`src/tidm_pkg.sv`:
```
package tidm_pkg;
   localparam int unsigned CW_W = 16;
   localparam int unsigned ACC_W = 32;
   localparam int unsigned NUM_CLASSES = 9;
   localparam int unsigned DELAY_LSB = 3;
   localparam logic [15:0] RESERVED_MASK = 16'hf007;
   localparam logic [15:0] DELAY_MASK = 16'h0ff8;
   localparam logic [15:0] CW_RESET = 16'h0000;
   localparam logic [15:0] ERROR_ID = 16'h1a4b;

   typedef enum logic [15:0] {
      TIDM_FN_LOAD = 16'h0001,
      TIDM_FN_SET_ONES = 16'h0002,
      TIDM_FN_SET_ZEROS = 16'h0003
   } tidm_fn_t;

   typedef enum logic [0:0] {
      TIDM_RUN = 1'b0,
      TIDM_STOP = 1'b1
   } tidm_state_t;
endpackage : tidm_pkg

```
`src/tidm_class_slot.sv`:
```
module tidm_class_slot (
   input wire logic core_clk_i,
   input wire logic rst_n_i,
   input wire logic tick_i,
   input wire logic boundary_i,
   input wire logic delay_i,
   input wire logic enable_i,
   input wire logic handler_done_i,
   output logic insert_o,
   output logic collision_o,
   output logic pending_o,
   output logic running_o
);
   logic pending_q;
   logic insert_q;
   logic collision_q;
   logic running_q;
   logic fire;

   // Held requests wait for a boundary with the delay bit clear
   assign fire = boundary_i && pending_q && !delay_i && enable_i && !running_q; // RQ9 RQ11

   // A fresh tick wins over the clear caused by insertion
   always_ff @(posedge core_clk_i or negedge rst_n_i) begin
      if (!rst_n_i) begin
         pending_q <= 1'b0;
      end else begin
         pending_q <= (pending_q && !fire) || tick_i; // RQ9 RQ11
      end
   end

   always_ff @(posedge core_clk_i or negedge rst_n_i) begin
      if (!rst_n_i) begin
         insert_q <= 1'b0;
      end else begin
         insert_q <= fire;
      end
   end

   always_ff @(posedge core_clk_i or negedge rst_n_i) begin
      if (!rst_n_i) begin
         collision_q <= 1'b0;
      end else begin
         collision_q <= tick_i && pending_q && delay_i; // RQ12
      end
   end

   // A started handler is never cut short by the delay bit
   always_ff @(posedge core_clk_i or negedge rst_n_i) begin
      if (!rst_n_i) begin
         running_q <= 1'b0;
      end else if (fire) begin
         running_q <= 1'b1;
      end else if (handler_done_i) begin
         running_q <= 1'b0; // RQ10
      end
   end

   assign insert_o = insert_q;
   assign collision_o = collision_q;
   assign pending_o = pending_q;
   assign running_o = running_q;
endmodule : tidm_class_slot

```
`src/tidm_delay_mask.sv`:
```
// Contract
// RQ1: Keep a 16-bit delay word; bits 3..11 hold back 10 ms up to 5 s.
// RQ2: Caller keeps bits 0..2 and 12..15 zero; they are reserved.
// RQ3: Function 1 copies accumulator one into the delay word.
// RQ4: Function 2 sets bits where mask is one, returns the new word.
// RQ5: Function 3 sets bits where mask is zero, returns the new word.
// RQ6: Bad function code or set reserved mask bit is an error.
// RQ7: On error call handler if loaded; always write 1A4B to low accumulator.
// RQ8: On error with no handler loaded, enter the stop state.
// RQ9: Delayed interrupts keep registering and pending but are not inserted.
// RQ10: A handler already running when delayed runs to completion.
// RQ11: Clearing a delay bit inserts held requests at the next boundary; here a request also waits while its class handler is still running.
// RQ12: A second request while held back flags a time interrupt collision.
// RQ13: Caller reads the word using function 2 or 3 with zero mask; here function 3 with zero mask sets bits 3..11.
// RQ14: Mirror the delay state in a readable status word.
// RQ15: Errors leave the word unchanged; the word resets to all zeros.
module tidm_delay_mask #(
   parameter int unsigned NUM_CLASSES = tidm_pkg::NUM_CLASSES
) (
   input wire logic core_clk_i,
   input wire logic rst_n_i,
   input wire logic service_call_i,
   input wire logic [15:0] accumulator_two_low_i,
   input wire logic [31:0] accumulator_one_i,
   input wire logic handler_loaded_i,
   input wire logic [NUM_CLASSES-1:0] interval_tick_i,
   input wire logic boundary_i,
   input wire logic [NUM_CLASSES-1:0] handler_done_i,
   output logic service_done_o,
   output logic [31:0] accumulator_one_o,
   output logic error_o,
   output logic runtime_error_call_o,
   output logic stopped_o,
   output logic [15:0] delay_status_word_o,
   output logic [NUM_CLASSES-1:0] insert_o,
   output logic [NUM_CLASSES-1:0] collision_o,
   output logic [NUM_CLASSES-1:0] pending_o,
   output logic [NUM_CLASSES-1:0] running_o
);
   logic [15:0] interval_interrupt_delay_word_q;
   logic [15:0] cw_d;
   logic [15:0] mask;
   logic [15:0] fn;
   logic fn_ok;
   logic reserved_set;
   logic call_err;
   logic call_ok;
   logic [15:0] status_q;
   logic done_q;
   logic [31:0] acc_q;
   logic err_q;
   logic handler_call_q;
   tidm_pkg::tidm_state_t state_q;
   tidm_pkg::tidm_state_t state_d;
   logic running_enable;
   logic [NUM_CLASSES-1:0] class_delay;

   assign mask = accumulator_one_i[15:0];
   assign fn = accumulator_two_low_i;
   assign fn_ok = (fn == tidm_pkg::TIDM_FN_LOAD) || (fn == tidm_pkg::TIDM_FN_SET_ONES)
      || (fn == tidm_pkg::TIDM_FN_SET_ZEROS);
   assign reserved_set = |(mask & tidm_pkg::RESERVED_MASK); // RQ2
   // Calls are ignored once halted
   assign running_enable = (state_q == tidm_pkg::TIDM_RUN);
   assign call_err = service_call_i && running_enable && (!fn_ok || reserved_set); // RQ6
   assign call_ok = service_call_i && running_enable && fn_ok && !reserved_set;

   // Next control word; reserved positions stay zero because calls with reserved mask bits are refused and function 3 is masked with DELAY_MASK
   always_comb begin
      cw_d = interval_interrupt_delay_word_q;
      if (call_ok) begin
         case (fn)
            tidm_pkg::TIDM_FN_LOAD: begin
               cw_d = mask; // RQ3
            end
            tidm_pkg::TIDM_FN_SET_ONES: begin
               cw_d = interval_interrupt_delay_word_q | mask; // RQ4
            end
            tidm_pkg::TIDM_FN_SET_ZEROS: begin
               cw_d = interval_interrupt_delay_word_q | (~mask & tidm_pkg::DELAY_MASK); // RQ5
            end
            default: begin
               cw_d = interval_interrupt_delay_word_q;
            end
         endcase
      end
   end

   always_ff @(posedge core_clk_i or negedge rst_n_i) begin
      if (!rst_n_i) begin
         interval_interrupt_delay_word_q <= tidm_pkg::CW_RESET; // RQ15
      end else begin
         interval_interrupt_delay_word_q <= cw_d; // RQ1 RQ15
      end
   end

   always_ff @(posedge core_clk_i or negedge rst_n_i) begin
      if (!rst_n_i) begin
         status_q <= tidm_pkg::CW_RESET;
      end else begin
         status_q <= cw_d; // RQ14
      end
   end

   // Result returned to the caller one cycle after the call
   always_ff @(posedge core_clk_i or negedge rst_n_i) begin
      if (!rst_n_i) begin
         acc_q <= 32'h0000_0000;
      end else if (call_err) begin
         acc_q <= {accumulator_one_i[31:16], tidm_pkg::ERROR_ID}; // RQ7
      end else if (call_ok) begin
         if (fn == tidm_pkg::TIDM_FN_LOAD) begin
            acc_q <= accumulator_one_i; // RQ3
         end else begin
            acc_q <= {accumulator_one_i[31:16], cw_d}; // RQ4 RQ5 RQ13
         end
      end
   end

   always_ff @(posedge core_clk_i or negedge rst_n_i) begin
      if (!rst_n_i) begin
         done_q <= 1'b0;
         err_q <= 1'b0;
         handler_call_q <= 1'b0;
      end else begin
         done_q <= call_ok || call_err;
         err_q <= call_err; // RQ6
         handler_call_q <= call_err && handler_loaded_i; // RQ7
      end
   end

   always_comb begin
      state_d = state_q;
      case (state_q)
         tidm_pkg::TIDM_RUN: begin
            if (call_err && !handler_loaded_i) begin
               state_d = tidm_pkg::TIDM_STOP; // RQ8
            end
         end
         tidm_pkg::TIDM_STOP: begin
            state_d = tidm_pkg::TIDM_STOP;
         end
         default: begin
            state_d = tidm_pkg::TIDM_STOP;
         end
      endcase
   end

   always_ff @(posedge core_clk_i or negedge rst_n_i) begin
      if (!rst_n_i) begin
         state_q <= tidm_pkg::TIDM_RUN;
      end else begin
         state_q <= state_d;
      end
   end

   assign class_delay = interval_interrupt_delay_word_q[tidm_pkg::DELAY_LSB +: NUM_CLASSES]; // RQ1

   for (genvar k = 0; k < NUM_CLASSES; k++) begin : g_class
      tidm_class_slot u_slot (
         .core_clk_i(core_clk_i),
         .rst_n_i(rst_n_i),
         .tick_i(interval_tick_i[k]),
         .boundary_i(boundary_i),
         .delay_i(class_delay[k]),
         .enable_i(running_enable),
         .handler_done_i(handler_done_i[k]),
         .insert_o(insert_o[k]),
         .collision_o(collision_o[k]),
         .pending_o(pending_o[k]),
         .running_o(running_o[k])
      );
   end

   assign service_done_o = done_q;
   assign accumulator_one_o = acc_q;
   assign error_o = err_q;
   assign runtime_error_call_o = handler_call_q;
   assign stopped_o = (state_q == tidm_pkg::TIDM_STOP);
   assign delay_status_word_o = status_q;
endmodule : tidm_delay_mask

```
`config.mk`:
```
export PLATFORM = sky130hd
export DESIGN_NAME = tidm_delay_mask
export DESIGN_NICKNAME = d
export VERILOG_FILES = /design/src/tidm_pkg.sv /design/src/tidm_class_slot.sv /design/src/tidm_delay_mask.sv
export SDC_FILE = /design/constraint.sdc
export NUM_CORES = 1
export LEC_CHECK = 0
export BUFFER_PORTS_ARGS = -buffer_cell sky130_fd_sc_hd__buf_2
export CORE_MARGIN = 5
export CORE_UTILIZATION = 43
export CTS_BUF_LIST = sky130_fd_sc_hd__clkbuf_8
export DETAILED_ROUTE_END_ITERATION = 8
export PLACE_DENSITY = 0.72
export SLEW_MARGIN = 10
export SYNTH_ARGS = -nofsm -noshare
export SYNTH_HDL_FRONTEND = slang
export SYNTH_SLANG_ARGS = --single-unit
export TNS_END_PERCENT = 100
```
`constraint.sdc`:
```
create_clock -name core_clk_i -period 2.3 [get_ports core_clk_i]
set_input_delay 0.115 -clock core_clk_i [delete_from_list [all_inputs] [get_ports core_clk_i]]
set_output_delay 0.115 -clock core_clk_i [all_outputs]
set_load 0.05 [all_outputs]
```
# Word level (Yosys, flattened, before mapping)
# Index checks and enable logic that the tools add are counted.
# word_totals
reg_bits,88
input_bits,71
out_inout_bits,88
wordCells,197
# op_classes
eq_ne,3
muxes,25
n_bitwise,4
reduce_logical,123
# ops
op,n
logical AND 1 bit,69
2-to-1 mux 32 bit,2
case mux 16 bit (3 select lines),1
equality test 16 x 2 -> 1 bit (second input constant),2
2-to-1 mux 16 bit,2
zero test 1 bit,30
nonzero test 2 bit,10
2-to-1 mux 1 bit,19
equality test 16 x 1 -> 1 bit (second input constant),1
OR 16 x 12 -> 16 bit,1
OR 16 bit,1
logical OR 1 bit,13
NOT 12 bit,1
OR reduction 7 bit,1
case mux 1 bit (2 select lines),1
NOT 1 bit,1

# Logic depth before layout (Yosys ltp)
# logic_depth
word_depth,9
mapped_depth,6
depth_no_buf,4

# Hierarchy
# A second synthesis with hierarchy kept.
# hier_totals
cells_unflattened,373
hier_area_um2,3838.7
# by_module_without_submodules
module,instances,cells_each,area_per_inst_um2,seq_area_each_um2
tidm_delay_mask,1,283,2509.9,1301.2
tidm_class_slot,9,10,147.6,100.1

# Worst setup path after synthesis
# Ideal clock, no wire load.
# synth_timing
kind,reg-to-reg
start,reg state_q (netlist: stopped_o)
end,reg acc_q[10] (netlist: accumulator_one_o[10])
setup_ps,104
t_arrival_ps,1770
required_ps,2196
path_slack_ps,426
stages_incl_launch_ff,7
path_buffers,2
synth_period_minus_slack_ps,1874
path_cell_list,dfrtp_1 > nand2b_1 > nor4_2 > buf_4 > nand2_2 > buf_6 > o41ai_2
# synth_between
elab_chain_cells,8
word_cells_on_any_way,10
classes_between,mux: 4; bitwise: 1; reduce/logical: 5
# synth_rtl
item,line,source
from (decl),tidm_delay_mask.sv:53,tidm_pkg::tidm_state_t state_q;
from (signal assigned),tidm_delay_mask.sv:151,state_q <= tidm_pkg::TIDM_RUN;
from (signal assigned),tidm_delay_mask.sv:153,state_q <= state_d;
NOT 1 bit *,n/a,
logical AND 1 bit *,"tidm_delay_mask.sv:65, tidm_delay_mask.sv:66",
logical AND 1 bit (2 in a row),tidm_delay_mask.sv:66,assign call_ok = service_call_i && running_enable && fn_ok && !reserved_set;
2-to-1 mux 16 bit,tidm_delay_mask.sv:71,if (call_ok) begin
2-to-1 mux 16 bit,tidm_delay_mask.sv:112,if (fn == tidm_pkg::TIDM_FN_LOAD) begin
2-to-1 mux 32 bit,tidm_delay_mask.sv:111,end else if (call_ok) begin
2-to-1 mux 32 bit,tidm_delay_mask.sv:109,end else if (call_err) begin
to (signal assigned),tidm_delay_mask.sv:110,"acc_q <= {accumulator_one_i[31:16], tidm_pkg::ERROR_ID};"
to (signal assigned),tidm_delay_mask.sv:113,acc_q <= accumulator_one_i;
to (signal assigned),tidm_delay_mask.sv:115,"acc_q <= {accumulator_one_i[31:16], cw_d};"
to (decl),tidm_delay_mask.sv:50,logic [31:0] acc_q;
# Mark *: on every way between the ends. The rest lies on a longest branch, timed or not. The select of a mux whose other input is x is not followed.
# A chain may end at the register's enable or synchronous reset.

# Worst setup path after layout
# layout_timing
start,reg state_q (netlist: stopped_o)
end,reg acc_q[4] (netlist: accumulator_one_o[4])
# The elaborated chain is that of the path after synthesis.

==> impl_metrics.ini <==
[placement]
routabilityCongestion = 0.774
port_buffers = 158
hpwl_mm = 7.63
post-place-ws_ns = 0.0674

[setup_path]
r2r_end = accumulator_one_o[4]$_DFFE_PN0P_
r2r.worst_path.cells = 4
arrival_ns = 2.21
worstSetupStartpointType = flip-flop
r2r-start = stopped_o$_DFF_PN0_
endpoint_kind = flip-flop
path_class = reg2reg
r2r_slack_ns = 0.32
critPathMaxFanout = 11
critPathRequiredTime_ns = 2.53

[run]
cap_violations = 0

[power_and_ir_drop]
p_leak_nw = 2.82
vdd_drop_max_mv = 0.387
report.power.total_mw = 3.49
powerDensity_nw_per_um2 = 655

[clock_tree]
cts-htree-levels = 3
clock-sinks = 88
cts_tree = built
postCtsResizedCells = 0
postCtsSetupRepairBufs = 0
insertion_delay_ns = 0.35
clkTransAtPathRegs_ns = 0.09
cts_inserted_buffers = 9
clockRootBuffer = clkbuf_8
cts_max_path_buffers = 2

[status]
status = finished clean

[routing]
wl_per_cell_um = 15.2
totalWireLength_mm = 10.7
antenna_left = 0
routed_via_density = 4.95
vias = 3493
first_pass_iters = 4
drcViolationCount = 0
drtIter0Drc = 223

[finish]
n_antenna_cell = 0
layout-drive-gt1-share = 0.343
seqCellArea_sq_um = 2200
final_cell_mix = buf_2 (157), dfrtp_1 (88), nand2_1 (63)
syn2layout_area_growth_pct = 29.4
n_fill_cell = 824
nets = 643
final_util = 0.574
multi_input_area_sq_um = 1400
final_common_cell = buf_2

[yosys]
ys_seq_elements = 88
ys_warn_count = 0
synth_top_area_cell = dfrtp_1
seq_area_frac_synth = 0.534
synth_cell_types = 35
synth_top_cell_area_share = 0.534
avgSynthCellArea_sq_um = 9.79
synth_cells = 421
syn-num-nets = 492
mappedNetlistArea_sq_um = 4120
synthTopCellsByArea = dfrtp_1 (53%), buf_4 (8.4%), nand2_1 (5.7%)

[timing]
setup_viol = 0
fin_crit_sh = 0.861
min_period_ns = 1.98
slew-limit-headroom = 0.594
hold_slack_ns = 0.0245
rsz0062_at_grt = no
worst_pin_slew_ns = 0.609
final-max-slew-violation-count = 0
hold_viol_final = 0
setup_ws_ns = 0.321
skew_ns = 0.00646
finalSetupTns_ns = 0
fmax_mhz = 505

[floorplanning]
core_area_sq_um = 9280
die_h_um = 108
ios = 159
floorplan.initialDensity = 0.444
fp.dieW_um = 108
dieArea_sq_um = 11600
std_cell_rows = 35

[min_path]
hold_path_startpoint = service_call_i
holdPathEnd = stopped_o$_DFF_PN0_
hold_depth = 3
hp-class = in2reg

[global_routing]
overflow = 0
grt_pass1_wl_mm = 17.5
grt_pass1_vias = 3543
grt_max_degree = 57
track_usage = 0.190
antenna_found_initial = 0
kinds of logic (layout without fill, tap and decap cells):
family,count (synthesis),in the layout,synth area share
AO/OA/AOI/OAI,81,81,0.142
AND/OR/NAND/NOR,163,163,0.196
buffers and inverters,88,244,0.125
flip-flops,88,88,0.534
multiplexers,1,1,0.00243
stage by stage:
stage / cell area (sq um) / std cells
2_1_floorplan: 4120 / 421
3_3_place_gp: 4740 / 654
3_5_place_dp: 4740 / 654
4_1_cts: 5320 / 705
5_1_grt: 5330 / 706
6_report: 5330 / 706
cell type report:
type	instances	share of cell area
clock buffers	10	0.0258
inverters	23	0.0162
well taps	129	0.0303
multi-input cells	245	0.263
flip-flops and latches	88	0.413
repair buffers	205	0.234
clock inverters	6	0.0171
routing by layer:
layer / share of wire / vias to the layer above / track usage
met5: 0 / - / 0
met1: 0.45 / 1659 / 0.247
met3: 0.071 / 15 / 0.0510
met4: 0.015 / 0 / 0.0631
li1: - / 1680 / -
met2: 0.47 / 139 / 0.306
where the power goes:
group	internal (mW)	leakage (nW)	switching [mW]
logic	0.194	1.59	0.445
clock network	0.647	0.117	0.551
registers	1.62	1.11	0.0376
total	2.46	2.82	1.03
state kept, by name (all words and copies together), names as in the netlist:
name	flops
stopped_o	1
runtime_error_call_o	1
accumulator_one_o	32
g_class.u_slot.running_o	9
service_done_o	1
g_class.u_slot.pending_o	9
error_o	1
g_class.u_slot.insert_o	9
g_class.u_slot.collision_o	9
delay_status_word_o	16
repair_timing:
item	CTS	global route
hold buffers	35	1
endpoints found under the hold margin	66	1
setup endpoints to repair	0	0
worst max-delay path by stage:
stage                                        end  cells after the start                     start  slack (ns)
3_3_place_gp    accumulator_one_o[4]$_DFFE_PN0P_                      5  accumulator_two_low_i[3]        0.26
3_5_place_dp    accumulator_one_o[4]$_DFFE_PN0P_                      5  accumulator_two_low_i[3]        0.07
2_1_floorplan  accumulator_one_o[10]$_DFFE_PN0P_                      6       stopped_o$_DFF_PN0_        0.43
4_1_cts         accumulator_one_o[4]$_DFFE_PN0P_                      4       stopped_o$_DFF_PN0_        0.32
6_report        accumulator_one_o[4]$_DFFE_PN0P_                      4       stopped_o$_DFF_PN0_        0.32
5_1_grt         accumulator_one_o[4]$_DFFE_PN0P_                      4       stopped_o$_DFF_PN0_        0.22
critical path, stage by stage, from the launching register on:
cell	delay, ns
dfrtp_1	0.42
nand2b_1	0.20
nor4_2	0.47
nand2_2	0.31
o41ai_1	0.45
synth_stat cells (all sizes together):
cell / n
a31oi: 18
a211oi: 9
o21ai: 14
and3: 10
nor3: 1
nor2: 45
nand2: 64
or2: 3
a21o: 18
nand3: 11
nor2b: 1
mux2i: 1
inv: 23
o21a: 14
and2: 1
o31ai: 1
nand2b: 3
nor4: 4
o21bai: 1
dfrtp: 88
or4: 5
clkbuf: 11
o41ai: 5
or4b: 5
o211ai: 1
nor3b: 10
buf: 54
Power figures use the tool's default switching activity.
